<file path="src/rtl/sbcs_pkg.sv">
package sbcs_pkg;

  // ----------------------------------------------------------------
  // register word indices (byte address = 4 * index)
  // ----------------------------------------------------------------
  localparam logic [3:0][7:0] LOWER_IDX = {8'hb1, 8'hae, 8'hab, 8'ha8};
  localparam logic [3:0][7:0] UPPER_IDX = {8'hb2, 8'haf, 8'hac, 8'ha9};
  localparam logic [3:0][7:0] CTL_IDX = {8'hb3, 8'hb0, 8'had, 8'haa};
  localparam logic [7:0] STATUS_IDX = 8'hb4;
  localparam logic [7:0] RDATA_IDX = 8'hb5;

  // ----------------------------------------------------------------
  // reset values
  // ----------------------------------------------------------------
  localparam logic [7:0] LOWER_RST = 8'h00;
  localparam logic [7:0] UPPER0_RST = 8'hff;
  localparam logic [7:0] UPPER_RST = 8'h00;
  localparam logic [7:0] CTL0_RST = 8'h11;
  localparam logic [7:0] CTL_RST = 8'h10;

  // ----------------------------------------------------------------
  // bus modes and fields
  // ----------------------------------------------------------------
  localparam logic [1:0] MODE_NATIVE = 2'h0;
  localparam logic [1:0] MODE_STROBE = 2'h3;
  localparam int MEM_HI = 23;
  localparam int MEM_LO = 16;
  localparam int IO_HI = 15;
  localparam int IO_LO = 8;
  localparam logic [3:0] ONE_CYCLE = 4'h1;

  typedef struct packed {
    logic [3:0] cycles;
    logic [1:0] mode;
    logic io;
    logic en;
  } sbcs_ctl_t;

  typedef enum logic [3:0] {
    ST_IDLE, ST_PEN, ST_S0, ST_S1, ST_S2, ST_S3, ST_S4, ST_WAIT,
    ST_S5, ST_S6, ST_S7, ST_NAT
  } sbcs_state_t;

  typedef struct packed {
    logic [23:0] addr;
    logic [7:0] data;
    logic data_oe_n;
    logic rw;
    logic address_strobe_n;
    logic data_strobe_n;
    logic [3:0] select_n;
  } sbcs_pins_t;

  typedef struct packed {
    sbcs_state_t state;
    logic [3:0] cnt;
    logic [1:0] last_mode;
    logic [1:0] sel;
    sbcs_ctl_t cur;
    logic write;
    logic [23:0] addr;
    logic [7:0] wdata;
    logic [7:0] rdata;
    logic [3:0][7:0] lower;
    logic [3:0][7:0] upper;
    logic [3:0][7:0] ctl;
    logic miss;
    logic waitreq;
    logic [31:0] readdata;
    sbcs_pins_t pins;
    logic req_ready;
    logic done;
    logic ack_s1;
    logic ack_s2;
    logic [7:0] din_s1;
    logic [7:0] din_s2;
  } sbcs_st_t;

endpackage

</file>
<file path="src/rtl/sbcs_ctrl.sv">
// Local design decision: the Avalon-MM register port.
`timescale 1ns/1ps
// Summary of operation
// read S0 drives read/write high
// read S2 asserts both strobes together
// peripheral drives read data in S6
// entering S7 read captures data, drops strobes
// peripheral releases acknowledge at S7
// write S0 returns read/write high
// write S1 presents valid address
// write S2 asserts address strobe, read/write low
// write S3 drives write data out
// write S4 asserts data strobe, awaits acknowledge
// late acknowledge inserts whole-state wait states
// write S5 and S6 hold all signals
// write S7 drops strobes, then read/write high
// mode change inserts one extra cycle
// no extra cycle same mode or to native
// select only when enabled and in range
// memory select compares lower bound, bits 23:16
// memory select compares upper bound, bits 23:16
// io select matches bits 15:8 to lower bound
// io select ignores upper bound
// lower bounds reset to zero
// upper bound 0 resets ones, others zero
// state length programmable 1 to 15 cycles
// memory range test inclusive both ends
module sbcs_ctrl #(
  parameter int NSEL = 4
) (
  // clock and reset
  input wire logic clk,
  input wire logic rst_b,
  input wire logic ce,
  // avalon-mm slave
  input wire logic [7:0] avs_address,
  input wire logic avs_read,
  input wire logic avs_write,
  input wire logic [31:0] avs_writedata,
  input wire logic [3:0] avs_byteenable,
  output logic [31:0] avs_readdata,
  output logic avs_waitrequest,
  // access requests
  input wire logic req_valid,
  input wire logic req_write,
  input wire logic req_io,
  input wire logic [23:0] req_addr,
  input wire logic [7:0] req_wdata,
  output logic req_ready,
  output logic req_done,
  output logic req_miss,
  output logic [7:0] req_rdata,
  // external bus pins
  output logic [23:0] bus_addr,
  output logic [7:0] bus_data_out,
  output logic bus_data_oe_n,
  input wire logic [7:0] bus_data_in,
  output logic bus_rw,
  output logic address_strobe_n,
  output logic data_strobe_n,
  input wire logic transfer_ack_n,
  output logic [3:0] select_n
);

  // ----------------------------------------------------------------
  // elaboration check
  // ----------------------------------------------------------------
  if (NSEL != 4) begin : g_bad_nsel
    $error("sbcs_ctrl serves exactly four selects");
  end

  // ----------------------------------------------------------------
  // state
  // ----------------------------------------------------------------
  localparam sbcs_pkg::sbcs_pins_t PINS_IDLE = '{
    addr: 24'h000000, data: 8'h00, data_oe_n: 1'b1, rw: 1'b1,
    address_strobe_n: 1'b1, data_strobe_n: 1'b1, select_n: 4'hf};

  sbcs_pkg::sbcs_st_t q;
  sbcs_pkg::sbcs_st_t d;

  logic [3:0] len;
  logic last;
  logic [3:0] hit;
  logic [1:0] hit_idx;
  logic any_hit;
  sbcs_pkg::sbcs_ctl_t hit_ctl;
  logic penalty;
  logic [31:0] rd_mux;
  logic reg_wr;

  // ----------------------------------------------------------------
  // select decode
  // ----------------------------------------------------------------
  always_comb begin
    for (int i = 0; i < 4; i++) begin
      sbcs_pkg::sbcs_ctl_t c;
      logic [7:0] mem_byte;
      logic [7:0] io_byte;
      c = sbcs_pkg::sbcs_ctl_t'(q.ctl[i]);
      mem_byte = req_addr[sbcs_pkg::MEM_HI:sbcs_pkg::MEM_LO];
      io_byte = req_addr[sbcs_pkg::IO_HI:sbcs_pkg::IO_LO];
      if (!c.en) begin
        hit[i] = 1'b0;
      end else if (c.io) begin
        hit[i] = req_io && (io_byte == q.lower[i]);
      end else begin
        hit[i] = !req_io && (q.lower[i] <= mem_byte)
          && (mem_byte <= q.upper[i]);
      end
    end
  end

  // lowest index wins when ranges overlap
  always_comb begin
    hit_idx = 2'h0;
    for (int i = 3; i >= 0; i--) begin
      if (hit[i]) begin
        hit_idx = 2'(i);
      end
    end
  end

  assign any_hit = |hit;
  assign hit_ctl = sbcs_pkg::sbcs_ctl_t'(q.ctl[hit_idx]);
  assign penalty = (hit_ctl.mode != q.last_mode)
    && (hit_ctl.mode != sbcs_pkg::MODE_NATIVE);

  // ----------------------------------------------------------------
  // state length counter
  // ----------------------------------------------------------------
  // a zero length field is not valid; it runs as one cycle
  assign len = (q.cur.cycles == 4'h0) ? sbcs_pkg::ONE_CYCLE : q.cur.cycles;
  assign last = (q.cnt == len - sbcs_pkg::ONE_CYCLE);

  // ----------------------------------------------------------------
  // register read mux
  // ----------------------------------------------------------------
  always_comb begin
    rd_mux = 32'h00000000;
    for (int i = 0; i < 4; i++) begin
      if (avs_address == sbcs_pkg::LOWER_IDX[i]) begin
        rd_mux = {24'h000000, q.lower[i]};
      end
      if (avs_address == sbcs_pkg::UPPER_IDX[i]) begin
        rd_mux = {24'h000000, q.upper[i]};
      end
      if (avs_address == sbcs_pkg::CTL_IDX[i]) begin
        rd_mux = {24'h000000, q.ctl[i]};
      end
    end
    if (avs_address == sbcs_pkg::STATUS_IDX) begin
      rd_mux = {24'h000000, q.last_mode, q.sel, 2'h0, q.miss,
        (q.state != sbcs_pkg::ST_IDLE)};
    end
    if (avs_address == sbcs_pkg::RDATA_IDX) begin
      rd_mux = {24'h000000, q.rdata};
    end
  end

  // a write lands only on the edge where waitrequest is seen low
  assign reg_wr = avs_write && !q.waitreq && avs_byteenable[0];

  // ----------------------------------------------------------------
  // next state
  // ----------------------------------------------------------------
  always_comb begin
    d = q;
    d.done = 1'b0;
    d.ack_s1 = transfer_ack_n;
    d.ack_s2 = q.ack_s1;
    d.din_s1 = bus_data_in;
    d.din_s2 = q.din_s1;

    // bus slave: one wait cycle, then answer for one cycle
    d.waitreq = 1'b1;
    if ((avs_read || avs_write) && q.waitreq) begin
      d.waitreq = 1'b0;
      d.readdata = avs_read ? rd_mux : 32'h00000000;
    end
    if (reg_wr) begin
      for (int i = 0; i < 4; i++) begin
        if (avs_address == sbcs_pkg::LOWER_IDX[i]) begin
          d.lower[i] = avs_writedata[7:0];
        end
        if (avs_address == sbcs_pkg::UPPER_IDX[i]) begin
          d.upper[i] = avs_writedata[7:0];
        end
        if (avs_address == sbcs_pkg::CTL_IDX[i]) begin
          d.ctl[i] = avs_writedata[7:0];
        end
      end
    end

    // counter advances within a state; cleared on every state change
    if (q.state != sbcs_pkg::ST_IDLE && q.state != sbcs_pkg::ST_PEN) begin
      d.cnt = last ? 4'h0 : q.cnt + 4'h1;
    end

    unique case (q.state)
      sbcs_pkg::ST_IDLE: begin
        if (req_valid && q.req_ready) begin
          d.addr = req_addr;
          d.wdata = req_wdata;
          d.write = req_write;
          d.cnt = 4'h0;
          if (!any_hit) begin
            d.miss = 1'b1;
            d.done = 1'b1;
          end else begin
            d.miss = 1'b0;
            d.sel = hit_idx;
            d.cur = hit_ctl;
            d.req_ready = 1'b0;
            if (penalty) begin
              d.state = sbcs_pkg::ST_PEN;
            end else if (hit_ctl.mode == sbcs_pkg::MODE_STROBE) begin
              d.state = sbcs_pkg::ST_S0;
              d.pins.rw = 1'b1;
            end else begin
              d.state = sbcs_pkg::ST_NAT;
              d.pins.addr = req_addr;
              d.pins.select_n[hit_idx] = 1'b0;
              d.pins.rw = !req_write;
              if (req_write) begin
                d.pins.data = req_wdata;
                d.pins.data_oe_n = 1'b0;
              end
            end
          end
        end
      end
      sbcs_pkg::ST_PEN: begin
        // codes 01 and 10 also pay the penalty, then run as native
        if (q.cur.mode == sbcs_pkg::MODE_STROBE) begin
          d.state = sbcs_pkg::ST_S0;
          d.pins.rw = 1'b1;
        end else begin
          d.state = sbcs_pkg::ST_NAT;
          d.pins.addr = q.addr;
          d.pins.select_n[q.sel] = 1'b0;
          d.pins.rw = !q.write;
          if (q.write) begin
            d.pins.data = q.wdata;
            d.pins.data_oe_n = 1'b0;
          end
        end
      end
      sbcs_pkg::ST_S0: begin
        if (last) begin
          d.state = sbcs_pkg::ST_S1;
          d.pins.addr = q.addr;
          d.pins.select_n[q.sel] = 1'b0;
        end
      end
      sbcs_pkg::ST_S1: begin
        if (last) begin
          d.state = sbcs_pkg::ST_S2;
          d.pins.address_strobe_n = 1'b0;
          if (q.write) begin
            d.pins.rw = 1'b0;
          end else begin
            d.pins.data_strobe_n = 1'b0;
          end
        end
      end
      sbcs_pkg::ST_S2: begin
        if (last) begin
          d.state = sbcs_pkg::ST_S3;
          if (q.write) begin
            d.pins.data = q.wdata;
            d.pins.data_oe_n = 1'b0;
          end
        end
      end
      sbcs_pkg::ST_S3: begin
        if (last) begin
          d.state = sbcs_pkg::ST_S4;
          d.pins.data_strobe_n = 1'b0;
        end
      end
      sbcs_pkg::ST_S4, sbcs_pkg::ST_WAIT: begin
        // the synchronised level lags the pin, so it must settle early
        if (last) begin
          d.state = q.ack_s2 ? sbcs_pkg::ST_WAIT : sbcs_pkg::ST_S5;
        end
      end
      sbcs_pkg::ST_S5: begin
        if (last) begin
          d.state = sbcs_pkg::ST_S6;
        end
      end
      sbcs_pkg::ST_S6: begin
        if (last) begin
          // peripheral data is valid here after two sync stages
          d.state = sbcs_pkg::ST_S7;
          d.pins.address_strobe_n = 1'b1;
          d.pins.data_strobe_n = 1'b1;
          if (!q.write) begin
            d.rdata = q.din_s2;
          end
        end
      end
      sbcs_pkg::ST_S7: begin
        // acknowledge release is the peripheral's duty here
        if (last) begin
          d.state = sbcs_pkg::ST_IDLE;
          d.pins = PINS_IDLE;
          d.pins.addr = q.pins.addr;
          d.pins.rw = 1'b1;
          d.done = 1'b1;
          d.req_ready = 1'b1;
          d.last_mode = q.cur.mode;
        end
      end
      sbcs_pkg::ST_NAT: begin
        if (last) begin
          d.state = sbcs_pkg::ST_IDLE;
          if (!q.write) begin
            d.rdata = q.din_s2;
          end
          d.pins = PINS_IDLE;
          d.pins.addr = q.pins.addr;
          d.done = 1'b1;
          d.req_ready = 1'b1;
          d.last_mode = q.cur.mode;
        end
      end
    endcase
  end

  // ----------------------------------------------------------------
  // registers
  // ----------------------------------------------------------------
  localparam sbcs_pkg::sbcs_st_t ST_RST = '{
    state: sbcs_pkg::ST_IDLE,
    cnt: 4'h0,
    last_mode: sbcs_pkg::MODE_NATIVE,
    sel: 2'h0,
    cur: sbcs_pkg::sbcs_ctl_t'(8'h00),
    write: 1'b0,
    addr: 24'h000000,
    wdata: 8'h00,
    rdata: 8'h00,
    lower: {4{sbcs_pkg::LOWER_RST}},
    upper: {sbcs_pkg::UPPER_RST, sbcs_pkg::UPPER_RST, sbcs_pkg::UPPER_RST,
      sbcs_pkg::UPPER0_RST},
    ctl: {sbcs_pkg::CTL_RST, sbcs_pkg::CTL_RST, sbcs_pkg::CTL_RST,
      sbcs_pkg::CTL0_RST},
    miss: 1'b0,
    waitreq: 1'b1,
    readdata: 32'h00000000,
    pins: PINS_IDLE,
    req_ready: 1'b1,
    done: 1'b0,
    ack_s1: 1'b1,
    ack_s2: 1'b1,
    din_s1: 8'h00,
    din_s2: 8'h00
  };

  always_ff @(posedge clk or negedge rst_b) begin
    if (!rst_b) begin
      q <= ST_RST;
    end else if (ce) begin
      q <= d;
    end
  end

  // ----------------------------------------------------------------
  // outputs
  // ----------------------------------------------------------------
  assign avs_readdata = q.readdata;
  assign avs_waitrequest = q.waitreq;
  assign req_ready = q.req_ready;
  assign req_done = q.done;
  assign req_miss = q.miss;
  assign req_rdata = q.rdata;
  assign bus_addr = q.pins.addr;
  assign bus_data_out = q.pins.data;
  assign bus_data_oe_n = q.pins.data_oe_n;
  assign bus_rw = q.pins.rw;
  assign address_strobe_n = q.pins.address_strobe_n;
  assign data_strobe_n = q.pins.data_strobe_n;
  assign select_n = q.pins.select_n;

endmodule

</file>
<file path="config.mk">
export PLATFORM = sky130hd
export DESIGN_NAME = sbcs_ctrl
export DESIGN_NICKNAME = d
export VERILOG_FILES = /design/src/rtl/sbcs_pkg.sv /design/src/rtl/sbcs_ctrl.sv
export SDC_FILE = /design/constraint.sdc
export NUM_CORES = 1
export LEC_CHECK = 0
export BUFFER_PORTS_ARGS = -buffer_cell sky130_fd_sc_hd__buf_2
export CAP_MARGIN = 0
export CORE_ASPECT_RATIO = 0.6
export CORE_MARGIN = 3
export CORE_UTILIZATION = 30
export CTS_CLUSTER_DIAMETER = 60
export CTS_CLUSTER_SIZE = 24
export DETAILED_ROUTE_END_ITERATION = 10
export GPL_TIMING_DRIVEN = 0
export PLACE_DENSITY = 0.51
export SETUP_SLACK_MARGIN = 0.3
export SLEW_MARGIN = 30
export SYNTH_ARGS = -nofsm -noshare
export SYNTH_HDL_FRONTEND = slang
export SYNTH_SLANG_ARGS = --single-unit
</file>
<file path="constraint.sdc">
create_clock -name clk -period 3.5 [get_ports clk]
set_clock_uncertainty 0.2 [all_clocks]
set_input_delay 0 -clock clk [delete_from_list [all_inputs] [get_ports clk]]
set_output_delay 0 -clock clk [all_outputs]
set_load 0.005 [all_outputs]
</file>
==> impl_results.md <==
* Sw Ratio at roughly 31%
* Crit Path Max Fanout at 5
* Register area share after synthesis at between 40% and 50%
* Cells on Worst Hold Path at 3
* Internal power at roughly 5400 uW
* Port buffer count at 113
* Layout cells sized above 1 at 34.7%
* Final Worst Setup Slack at -293 ps
* CP Data Arrival Time at roughly 4000 ps
* Area delta synth->final at 26.6%
* Core Util, Final at just under 40%
* Placed Cells at 2029
* Max-cap violations at 0
* Final GP Congestion at 0.950
* Vias per cell at just over 5
* Largest net degree at the start of global routing at 81
* Flop pwr share at between 40 and 50%
* Net Sw Power at 2460 uW
* Setup repair after global routing missed its margin: true
* Top cell type's share of synthesized area at a little under two fifths
* Count leader, synth: dfrtp_1
* Async set-reset flop share out of synthesis at 100%
* Setup crit end kind: flop
* First-pass GRT wire length at approximately 71000 um
* Routed Antenna Nets at 0
* Post-synth EDFFs at 0
* Top post-synthesis cells by area: dfrtp_1 (38%), mux2_2 (13%), ha_1 (6.2%)
* Chip height at 169 um
* Syn Inst Count at approximately 1300
* VDD IR max at around 0.00031 V
* Part of the power in combinational logic at 27.3%
* Leakage Power at slightly below 0.008 uW
* Number of global-route vias before repair at roughly 11000
* H-tree Lvls at 1
* Mean Syn Cell Area at 10.2 um2
* PD cells at about 460 nW/um2
* Ant. Diodes at 0
* HPWL after DPL at 36700 um
* Drt wl/cell at 22.4 um
* # rows at roughly 60
* Initial core utilization at a little over 30%
* Total Nets Final at roughly 1700
* Status: finished with violations
* Fin cells at around 2200
* Synth area leader: dfrtp_1
* Final hold vios at 0
* Final WL at slightly below 50000 um
* Commonest cells in the netlist: dfrtp_1 (200), nand2_1 (190), mux2_2 (153)
* CTS clk-pin slew, worst paths at 90 ps
* Worst endpoint required time at 3710 ps
* Slew Limit Headroom at approximately two fifths
* Die Area at 47100 um2
* Final setup viols at 37
* CTS tree: yes
* Post-route minimum period at between 3000 and 4000 ps
* CTS buffer count at 18
* Failing checks: setup timing
* DR iter-0 viols at between 1000 and 1500
* Yosys warns at 0
* Core area at 43600 um2
* IO Count at 177
* Slew Limit Fails at 0
* Drt drc at 0
* Mapped Area at ~13000 um2
* Crit share post-route at 108%
* Distinct cells, synth at between 70 and 80
* F_max at 264 MHz
* Crit start category: flop
* Hold WS at approximately 24 ps
* Routed via count at roughly 11000
* Synth Register Bits at between 200 and 250
* Actual slew at the worst max-slew pin at ~910 ps
* GR Util All Layers at about a fifth
* Worst skew pair latency at around 520 ps
* Clk sink count at between 200 and 250
* Crit path kind: reg -> reg
* Largest buffer count on any clock path at 3
* Top FF cell, synth: dfrtp_1
* CTS Root Cell: clkbuf_16
* Initial antenna violation count at 2
* Width of the die at between 200 and 300 um
* HP Class: in -> reg
* Worst R2R Path Depth at 13
* Clock network power share at between 20% and 30%
* Drt pass-1 iters at 5
* Overflow left after global routing at 0
## repair_timing
item | in CTS | in global routing
cloned | 0 | 1
hold buffers | 66 | 0
resized for setup | 60 | 41
endpoints found under the setup margin | 57 | 88
setup buffers | 22 | 9
endpoints found under the hold margin | 254 | 0
pin swaps | 17 | 7
## critical path, cell delays in order, from the launching register on
cell and delay, ps:
dfrtp_2 490, ha_1 350, nand3_1 100, o221ai_2 250, a32oi_1 110, a21oi_2 370
nand2b_4 140, nor4_4 450, a211oi_4 60, o221a_4 320, nor3_4 200, buf_12 170
clkbuf_16 160, mux2_4 300
## registers in the layout, indices dropped and copies added, names as in the netlist
| signal | flops |
|---|---|
| q | 156 |
| bus_data_oe_n | 1 |
| avs_readdata | 8 |
| bus_rw | 1 |
| req_ready | 1 |
| req_rdata | 8 |
| req_done | 1 |
| select_n | 4 |
| d | 9 |
| avs_waitrequest | 1 |
| address_strobe_n | 1 |
| data_strobe_n | 1 |
| bus_addr | 24 |
| bus_data_out | 8 |
| req_miss | 1 |
## layout make-up
class	count	area [um2]
Buffer	132	826
Clock buffer	23	510
Clock inverter	9	146
Fill cell	4285	26700
Inverter	61	229
Multi-Input combinational cell	916	7150
Sequential cell	225	5670
Tap cell	579	724
Timing Repair Buffer	214	1640
## per-layer routing
metal / GRT usage [%] / routed length, um
met1: 32.0 / 24400
met2: 28.2 / 19300
met3: 4.76 / 4130
met4: 2.77 / 597
met5: 0 / 0
## power groups by stage
stage / combinational, uW / sequential (uW) / clock (uW)
4_1_cts: 2110 / 3380 / 2390
6_report: 2140 / 3380 / 2330
3_3_place_gp: 1930 / 3410 / 0
5_1_grt: 2370 / 3440 / 2490
2_1_floorplan: 1330 / 3310 / 0
3_5_place_dp: 1970 / 3420 / 0
## path summary, 6_finish.rpt
path                         startpoint           end  slack, ps
min                        req_addr[23]        q[229]         20
min in group asynchronous         rst_b        q[114]        460
max in group asynchronous         rst_b   select_n[3]       1750
max                              q[176]  bus_addr[16]       -290
max reg2reg                      q[176]  bus_addr[16]       -290
min reg2reg                      q[209]        q[209]        280
## placed cells by master, fill, tap and decap left out, types with 6 or more instances in the layout
cell / n
dfrtp_1: 190
nand2_1: 188
mux2_2: 146
buf_2: 119
buf_4: 100
dlygate4sd3_1: 65
ha_1: 62
nor2_1: 61
o21ai_0: 58
inv_1: 56
a21oi_1: 50
clkbuf_1: 43
xnor2_1: 32
nand3_1: 27
dfstp_2: 25
mux2_4: 24
conb_1: 24
clkbuf_16: 20
nor3_1: 17
nand4_1: 16
nor2b_1: 12
a31oi_1: 10
dfrtp_2: 10
mux2i_1: 9
mux4_2: 9
o211ai_1: 8
o22ai_1: 8
a221oi_1: 8
nand2b_1: 6
a222oi_1: 6
o31ai_1: 6
## logic make-up (layout without fill, tap and decap cells)
group                      Yosys count  after routing  synth area share (%)
xor gates and xnor gates            36             36                  2.36
AOI/OAI and AO/OA                  227            227                  11.3
other                                1             24                0.0281
DFF                                225            225                  42.4
adders and majority gates           66             66                  6.19
and+or+nand+nor                    375            375                  12.8
muxes                              188            188                  17.0
buffers and inverters              193            439                  7.86
## metrics by stage
| stage | setup TNS [ps] | total power (uW) | cell area, um2 | setup WS (ps) |
|---|---|---|---|---|
| 3_3_place_gp | -444400 | 5340 | 14700 | -2030 |
| 5_1_grt | -12680 | 8300 | 16900 | -374 |
| 2_1_floorplan | -366 | 4640 | 13400 | -23.5 |
| 6_report | -9440 | 7850 | 16900 | -293 |
| 3_5_place_dp | -38260 | 5390 | 14800 | -1100 |
| 4_1_cts | -6570 | 7870 | 16600 | -207 |
No activity file was read; power rests on OpenSTA's default activity.
